==> config.mk <==
export PLATFORM = sky130hd
export DESIGN_NAME = rie_interrupt_status
export DESIGN_NICKNAME = d
export VERILOG_FILES = /design/src/rtl/rie_pkg.sv /design/src/rtl/rie_interrupt_status.sv
export SDC_FILE = /design/constraint.sdc
export NUM_CORES = 1
export LEC_CHECK = 0
export BUFFER_PORTS_ARGS = -buffer_cell sky130_fd_sc_hd__buf_2
export CAP_MARGIN = 20
export CORE_MARGIN = 10
export CORE_UTILIZATION = 45
export DETAILED_ROUTE_END_ITERATION = 16
export MAX_ROUTING_LAYER = met4
export PLACE_DENSITY_LB_ADDON = 0.05
export SYNTH_ARGS = -nofsm -noshare
export SYNTH_HDL_FRONTEND = slang
export SYNTH_SLANG_ARGS = --single-unit
==> constraint.sdc <==
create_clock -name clk -period 1 [get_ports clk]
set_input_delay 0.2 -clock clk [delete_from_list [all_inputs] [get_ports clk]]
set_output_delay 0.2 -clock clk [all_outputs]
set_load 0.1 [all_outputs]
==> src/rtl/rie_pkg.sv <==
/*
 * constants for the rtc interrupt status and enable block:
 * register offsets, bit positions and values after reset.
 * assumes an 8-bit register port driven by the serial front end.
 */
package rie_pkg;

    // ----------------------------------------
    // register offsets
    // ----------------------------------------
    localparam logic [7:0] ADDR_STATUS = 8'h00;
    localparam logic [7:0] ADDR_INT_EN = 8'h01;
    localparam logic [7:0] ADDR_SW_RESET = 8'h02;

    // ----------------------------------------
    // field positions
    // ----------------------------------------
    localparam int BIT_SUPPLY_SRC = 7;
    localparam int BIT_OSC_STOP = 6;
    localparam int BIT_POWER_FAIL = 5;
    localparam int BIT_TEMP_READY = 3;
    localparam int BIT_TIMER_ZERO = 2;
    localparam int BIT_SECOND_ALARM = 1;
    localparam int BIT_FIRST_ALARM = 0;
    localparam int BIT_SOFT_RESET = 0;

    // ----------------------------------------
    // values after reset and masks
    // ----------------------------------------
    localparam logic [7:0] INT_EN_RESET = 8'h00;
    localparam logic [7:0] INT_EN_WMASK = 8'h6F;
    localparam logic [7:0] IRQ_SRC_MASK = 8'h2F;
    localparam logic [7:0] STATUS_RESET = 8'h40;
    localparam logic SOFT_RESET_RESET = 1'b0;
    localparam logic [2:0] SYNC_RESET = 3'h0;

endpackage : rie_pkg

==> src/rtl/rie_interrupt_status.sv <==
/*
 * interrupt flags, enables, software reset and the interrupt pin.
 * assumes a register port on clk from the serial front end, event
 * pulses on clk from alarm, timer and temperature logic, and three
 * analog levels that arrive asynchronously.
 */
// Overview of operation
// - status bit 7 shows main or backup supply
// - status bit 6 set while oscillator stopped
// - oscillator stop never drives the interrupt pin
// - enable bit 6 forces oscillator flag low
// - status bit 5 set on power fail
// - power fail flag holds until status read
// - enable bit 5 gates power fail interrupt
// - status bit 3 set when temperature ready
// - temperature flag with enable bit 3 interrupts
// - status bit 2 set when timer reaches zero
// - timer flag holds until status read
// - enable bit 2 gates timer interrupt
// - status bit 1 set on second alarm match
// - second alarm flag with enable bit 1 interrupts
// - enable bit 0 gates first alarm interrupt
// - alarm flags readable, cleared by status read
// - soft reset clears logic, stops oscillator
`timescale 1ns/10ps

module rie_interrupt_status (
    input wire logic clk,
    input wire logic reset_n,
    input wire logic [7:0] regAddr,
    input wire logic regWrite,
    input wire logic regRead,
    input wire logic [7:0] regWrData,
    output logic [7:0] regRdData,
    input wire logic onBackupSupply,
    input wire logic oscStopped,
    input wire logic powerFailDetect,
    input wire logic tempReadyEvent,
    input wire logic timerZeroEvent,
    input wire logic secondAlarmEvent,
    input wire logic firstAlarmEvent,
    output logic irqOut_n,
    output logic oscEnable,
    output logic logicReset
);

    // ----------------------------------------
    // analog level synchronisers
    // ----------------------------------------
    // order: [2] supply source, [1] oscillator stop, [0] power fail
    logic [2:0] syncA_reg;
    logic [2:0] syncB_reg;
    logic [2:0] syncC_reg;
    logic [2:0] levels_reg;
    logic [2:0] levels_next;

    // a level counts only once stages two and three agree
    always_comb
    begin
        levels_next = (syncB_reg & syncC_reg) | (levels_reg & (syncB_reg | syncC_reg));
    end

    always_ff @(posedge clk or negedge reset_n)
    begin
        if (!reset_n)
        begin
            syncA_reg <= rie_pkg::SYNC_RESET;
            syncB_reg <= rie_pkg::SYNC_RESET;
            syncC_reg <= rie_pkg::SYNC_RESET;
            levels_reg <= rie_pkg::SYNC_RESET;
        end
        else
        begin
            syncA_reg <= {onBackupSupply, oscStopped, powerFailDetect};
            syncB_reg <= syncA_reg;
            syncC_reg <= syncB_reg;
            levels_reg <= levels_next;
        end
    end

    logic onBackup;
    logic oscDead;
    logic pfLevel;
    assign onBackup = levels_reg[2];
    assign oscDead = levels_reg[1];
    assign pfLevel = levels_reg[0];

    // ----------------------------------------
    // register port decode
    // ----------------------------------------
    logic statusRead;
    logic intEnWrite;
    logic swResetWrite;
    assign statusRead = regRead && (regAddr == rie_pkg::ADDR_STATUS);
    assign intEnWrite = regWrite && (regAddr == rie_pkg::ADDR_INT_EN);
    assign swResetWrite = regWrite && (regAddr == rie_pkg::ADDR_SW_RESET);

    // ----------------------------------------
    // software reset and enables
    // ----------------------------------------
    logic softReset_reg;
    logic softReset_next;
    logic [7:0] intEn_reg;
    logic [7:0] intEn_next;

    always_comb
    begin
        softReset_next = softReset_reg;
        if (swResetWrite)
        begin
            softReset_next = regWrData[rie_pkg::BIT_SOFT_RESET];
        end
        intEn_next = intEn_reg;
        if (softReset_reg)
        begin
            intEn_next = rie_pkg::INT_EN_RESET;
        end
        else if (intEnWrite)
        begin
            intEn_next = regWrData & rie_pkg::INT_EN_WMASK;
        end
    end

    always_ff @(posedge clk or negedge reset_n)
    begin
        if (!reset_n)
        begin
            softReset_reg <= rie_pkg::SOFT_RESET_RESET;
            intEn_reg <= rie_pkg::INT_EN_RESET;
        end
        else
        begin
            softReset_reg <= softReset_next;
            intEn_reg <= intEn_next;
        end
    end

    // ----------------------------------------
    // status flags
    // ----------------------------------------
    logic [7:0] status_reg;
    logic [7:0] status_next;
    logic [7:0] setMask;

    // set wins over the clear of a status read in the same cycle
    always_comb
    begin
        setMask = 8'h00;
        setMask[rie_pkg::BIT_POWER_FAIL] = pfLevel;
        setMask[rie_pkg::BIT_TEMP_READY] = tempReadyEvent;
        setMask[rie_pkg::BIT_TIMER_ZERO] = timerZeroEvent;
        setMask[rie_pkg::BIT_SECOND_ALARM] = secondAlarmEvent;
        setMask[rie_pkg::BIT_FIRST_ALARM] = firstAlarmEvent;
        status_next = (statusRead ? 8'h00 : status_reg) | setMask;
        status_next[rie_pkg::BIT_SUPPLY_SRC] = onBackup;
        status_next[rie_pkg::BIT_OSC_STOP] = oscDead && !intEn_reg[rie_pkg::BIT_OSC_STOP];
        status_next[4] = 1'b0;
        if (softReset_reg)
        begin
            status_next = rie_pkg::STATUS_RESET;
        end
    end

    always_ff @(posedge clk or negedge reset_n)
    begin
        if (!reset_n)
        begin
            status_reg <= rie_pkg::STATUS_RESET;
        end
        else
        begin
            status_reg <= status_next;
        end
    end

    // ----------------------------------------
    // read data and output pins
    // ----------------------------------------
    logic [7:0] rdData_next;
    logic irq_next;
    logic [7:0] masked;

    // oscillator stop is left out of the source mask on purpose
    assign masked = status_reg & intEn_reg & rie_pkg::IRQ_SRC_MASK;

    always_comb
    begin
        irq_next = !(|masked);
        unique case (regAddr)
            rie_pkg::ADDR_STATUS: rdData_next = status_reg;
            rie_pkg::ADDR_INT_EN: rdData_next = intEn_reg;
            rie_pkg::ADDR_SW_RESET: rdData_next = {7'h00, softReset_reg};
            default: rdData_next = 8'h00;
        endcase
        if (!regRead)
        begin
            rdData_next = regRdData;
        end
    end

    always_ff @(posedge clk or negedge reset_n)
    begin
        if (!reset_n)
        begin
            regRdData <= 8'h00;
            irqOut_n <= 1'b1;
            oscEnable <= 1'b1;
            logicReset <= 1'b0;
        end
        else
        begin
            regRdData <= rdData_next;
            irqOut_n <= irq_next;
            oscEnable <= !softReset_next;
            logicReset <= softReset_next;
        end
    end
endmodule : rie_interrupt_status

# Word level (Yosys, flattened, before mapping)
# Index checks and enable logic that the tools add are counted.
totals:
  register_bits: 39
  inputBits: 27
  output_inout_bits: 11
  elab_cells: 34
classes:
  eq_ne: 2
  mux: 6
  bitwise: 6
  reduce_logical: 10
op_table:
  columns: ["cell", "count"]
  rows:
  - ["two-way mux 8 bit", 3]
  - ["case mux 8 bit (3 select lines)", 1]
  - ["== test 8 x 1 -> 1 bit, second input constant", 1]
  - ["== test 8 x 2 -> 1 bit, second input constant", 1]
  - ["zero test 8 bit", 1]
  - ["AND 3 bit", 2]
  - ["AND 6 bit", 1]
  - ["two-way mux 6 bit", 1]
  - ["bitwise OR 3 bit", 2]
  - ["bitwise OR 6 bit", 1]
  - ["OR reduction 5 bit", 1]
  - ["logical AND 1 bit", 4]
  - ["zero test 1 bit", 3]
  - ["nonzero test 2 bit", 1]
  - ["two-way mux 1 bit", 1]

# Logic depth before layout (Yosys ltp)
logic_depth:
  ltp_word: 5
  depth_mapped: 5
  ltp_nobuf: 3

# Least setup slack after synthesis
# OpenSTA, ideal clock, no wires.
synth_timing:
  path_type: "register to register"
  from: "register logicReset (netlist name)"
  to: "register regRdData[0]"
  t_arrival_ns: 1.470
  path_slack_ns: -0.553
  stages_incl_launch_ff: 4
  n_path_buf: 1
  period_less_slack_ns: 1.553
  cell_sequence: "dfrtp_1 -> clkbuf_1 -> a2bb2oi_1 -> o22ai_1"
synth_rtl:
  columns: ["element", "line_no", "source"]
  rows:
  - ["end signal, assigned", "rie_interrupt_status.sv:212", "regRdData <= rdData_next;"]
  - ["end, declared", "rie_interrupt_status.sv:34", "output logic [7:0] regRdData,"]

# Final worst setup path
layout_timing:
  from: "register oscEnable"
  to: "output oscEnable"
layout_rtl:
  columns: ["element", "line_no", "source"]
  rows:
  - ["start, declared", "rie_interrupt_status.sv:43", "output logic oscEnable,"]
  - ["start signal, assigned", "rie_interrupt_status.sv:214", "oscEnable <= !softReset_next;"]
# No word-level cell between the ends.

==> results_dict.tcl <==
set metrics [dict create \
    critical_path_slowest_stage_cell "dfstp_4" \
    chipWidth_microns 77.7 \
    timing.rr.start "logicReset" \
    post-route-period-util_pct 135 \
    routed_wirelength_microns 3820 \
    synth_enable_flop_cells 0 \
    crit_path_max_fo 1 \
    cts.path.max_buffers 2 \
    outcome "complete, but fails checks" \
    synth_ff_type "dfrtp_1" \
    drive_gt1_share_pct 57.4 \
    crit_start "oscEnable" \
    timing.critical_path.buf_inv 1 \
    finish.net_count 216 \
    finalCoreUtilization_pct 77.4 \
    drc 0 \
    route.vias.total 1172 \
    rr_endpoint "status_reg[3]" \
    cts-buffers-inserted 5 \
    power_switching_share_pct 31.8 \
    drt-pass1-iter-count 4 \
    worst-r2r-setup-slack_ns -0.17 \
    worst_clk_skew_ns 0.0158 \
    critical_path.cell_chain "buf_12" \
    first_global_vias 1341 \
    place_worst_setup_slack_ns -0.564 \
    max-vdd-ir-drop_uv 947 \
    worst_r2r_path_depth 3 \
    synthToLayoutAreaGrowth_pct 61.4 \
    violated_checks "negative setup slack" \
    postSynthNetCount 153 \
    ys_async_sr_fraction_pct 100 \
    setup-violations-final 33 \
    vias_per_cell 5.01 \
    worst_hold_slack_ns 0.0682 \
    worstPathArrival_ns 1.15 \
    path_delay_family "flip-flops" \
    clk_latency_ns 0.34 \
    tritoncts_clock_tree "built" \
    power.share.sequential_pct 49.3 \
    drt_iter0_markers 93 \
    post_drt_wl_per_cell_microns 16.3 \
    timing.hold.worst.class "in -> reg" \
    syn_inst 126 \
    internal_power_contribution_w 0.00245 \
    io-pin-count 38 \
    setup_slack_ns -0.348 \
    place.detailed.hpwl_microns 2400 \
    grt_pass1_wl_microns 6250 \
    core_region_area_sq_mm 0.00313 \
    die_h_microns 77.7 \
    final_antenna_net_count 0 \
    unique_cell_type_count_in_the_yosys_netlist 29 \
    type_of_destination_of_the_critical_path "output port" \
    synth_area_leader_cell "dfrtp_1" \
    endpoint "oscEnable" \
    synth_top_area_share_pct 53.4 \
    grt_max_degree 22 \
    routabilityCongestion 0.787 \
    switching_power_w 0.00114 \
    antenna_found_initial 0 \
    clock_tree.root_cell "clkbuf_4" \
    yosys_warnings 0 \
    yosys.cell_count.top_type "dfrtp_1" \
    worst_setup_hold_path_clk_slew_ns 0.10 \
    max_cap_viol_count 0 \
    die_area_sq_mm 0.00604 \
    timing.final.hold_violations 0 \
    grt.total_usage_pct 13.2 \
    clkPwrFrac_pct 20.1 \
    post_synth.cell_area_avg_sq_um 11.9 \
    number_of_logic_stages_on_the_critical_path_including_buffering 1 \
    portBuffers 34 \
    required_ns 0.80 \
    synth_sequential_area_ratio_pct 58.6 \
    fmax_mhz 742 \
    static_leakage_nw 1.03 \
    netlist_top_cells_count "32 x dfrtp_1, 13 x nand2b_1, 10 x inv_1" \
    grt_setup_unrepaired "yes" \
    p_comb_share_pct 30.5 \
    critical_path.startpoint_type "flip-flop" \
    finalCriticalPeriod_ns 1.35 \
    maximum_cell_stage_delay_along_the_critical_path_ns 0.64 \
    h-tree-depth 2 \
    overflow 0 \
    cts.sinks 35 \
    syn_area_sq_mm 0.00150 \
    p_per_area_mw_per_mm2 1480 \
    rows 20 \
    worst-setup-path-type "reg -> out" \
    effective_utilization_at_floorplan_pct 48.0 \
    diodes 0 \
    post_synth_main_area_contributors "dfrtp_1 53%, nand2b_1 5.4%, mux2i_1 5.3%" \
    ys_ff_latch 35 \
    drv_slew 0 \
]
## routing by layer
metal,track usage (%),vias up,wire length [microns]
met5,-,-,0
met4,4.38,0,80
met3,5.18,7,211
met2,21.1,32,1860
met1,14.6,569,1660
li1,-,564,-
## cells in the final DEF, fill, tap and decap left out, types with 5 or more instances in the layout
cell type,n
dfrtp_2,6
mux2_2,5
inv_1,10
nor2_1,6
buf_12,12
buf_6,8
dfrtp_1,25
clkbuf_4,5
buf_2,23
nand2_1,5
nor4_4,5
mux2i_1,8
nand2b_1,8
buf_4,14
## power by group through the flow
stage | registers, W | clock network (W) | logic, W
4_1_cts | 0.00176 | 0.000738 | 0.00106
5_1_grt | 0.00179 | 0.000821 | 0.00117
3_3_place_gp | 0.00180 | 0 | 0.000848
3_5_place_dp | 0.00180 | 0 | 0.000864
6_report | 0.00177 | 0.000723 | 0.00110
2_1_floorplan | 0.00195 | 0 | 0.000350
## through the flow
| stage | total power [W] | cells | TNS (ns) | area (sq um) |
|---|---|---|---|---|
| 2_1_floorplan | 0.00230 | 126 | -6.75 | 1540 |
| 3_3_place_gp | 0.00264 | 211 | -8.68 | 1990 |
| 3_5_place_dp | 0.00266 | 211 | -9.35 | 1990 |
| 4_1_cts | 0.00355 | 233 | -4.16 | 2330 |
| 5_1_grt | 0.00378 | 234 | -5.21 | 2420 |
| 6_report | 0.00359 | 234 | -4.50 | 2420 |
## repair_timing
action | 4_1_cts | 5_1_grt
endpoints found under the hold margin | 14 | 0
pin swaps | 8 | 8
hold buffers | 4 | 0
setup buffers | 8 | 1
cloned | 2 | 0
resized for setup | 28 | 15
endpoints found under the setup margin | 30 | 32
## logic make-up after synthesis
group | Yosys count | share of synthesized area, %
other cells | 1 | 0.250
buf+inv | 18 | 5.75
compound gates | 11 | 6.67
mux | 14 | 9.84
simple gates | 44 | 16.8
fa+ha+maj | 3 | 2.00
flops | 35 | 58.6
## final cells by class
type                            count  area [sq um]
Fill cell                         198           707
Inverter                           10          37.5
Sequential cell                    35           898
Multi-Input combinational cell     73           733
Tap cell                           44          55.1
Clock buffer                        8          48.8
Timing Repair Buffer               64           648
## worst min-delay path by stage
stage            startpoint           end  slack (ns)  cells past startpoint
2_1_floorplan       reset_n  intEn_reg[0]        -0.1                      0
3_3_place_gp        reset_n  intEn_reg[1]        0.12                      1
3_5_place_dp        reset_n  intEn_reg[2]        0.13                      1
4_1_cts        regWrData[0]     oscEnable        0.06                      2
5_1_grt        regWrData[0]     oscEnable        0.06                      2
6_report       regWrData[0]     oscEnable        0.07                      2
Power figures use the tool's default switching activity.
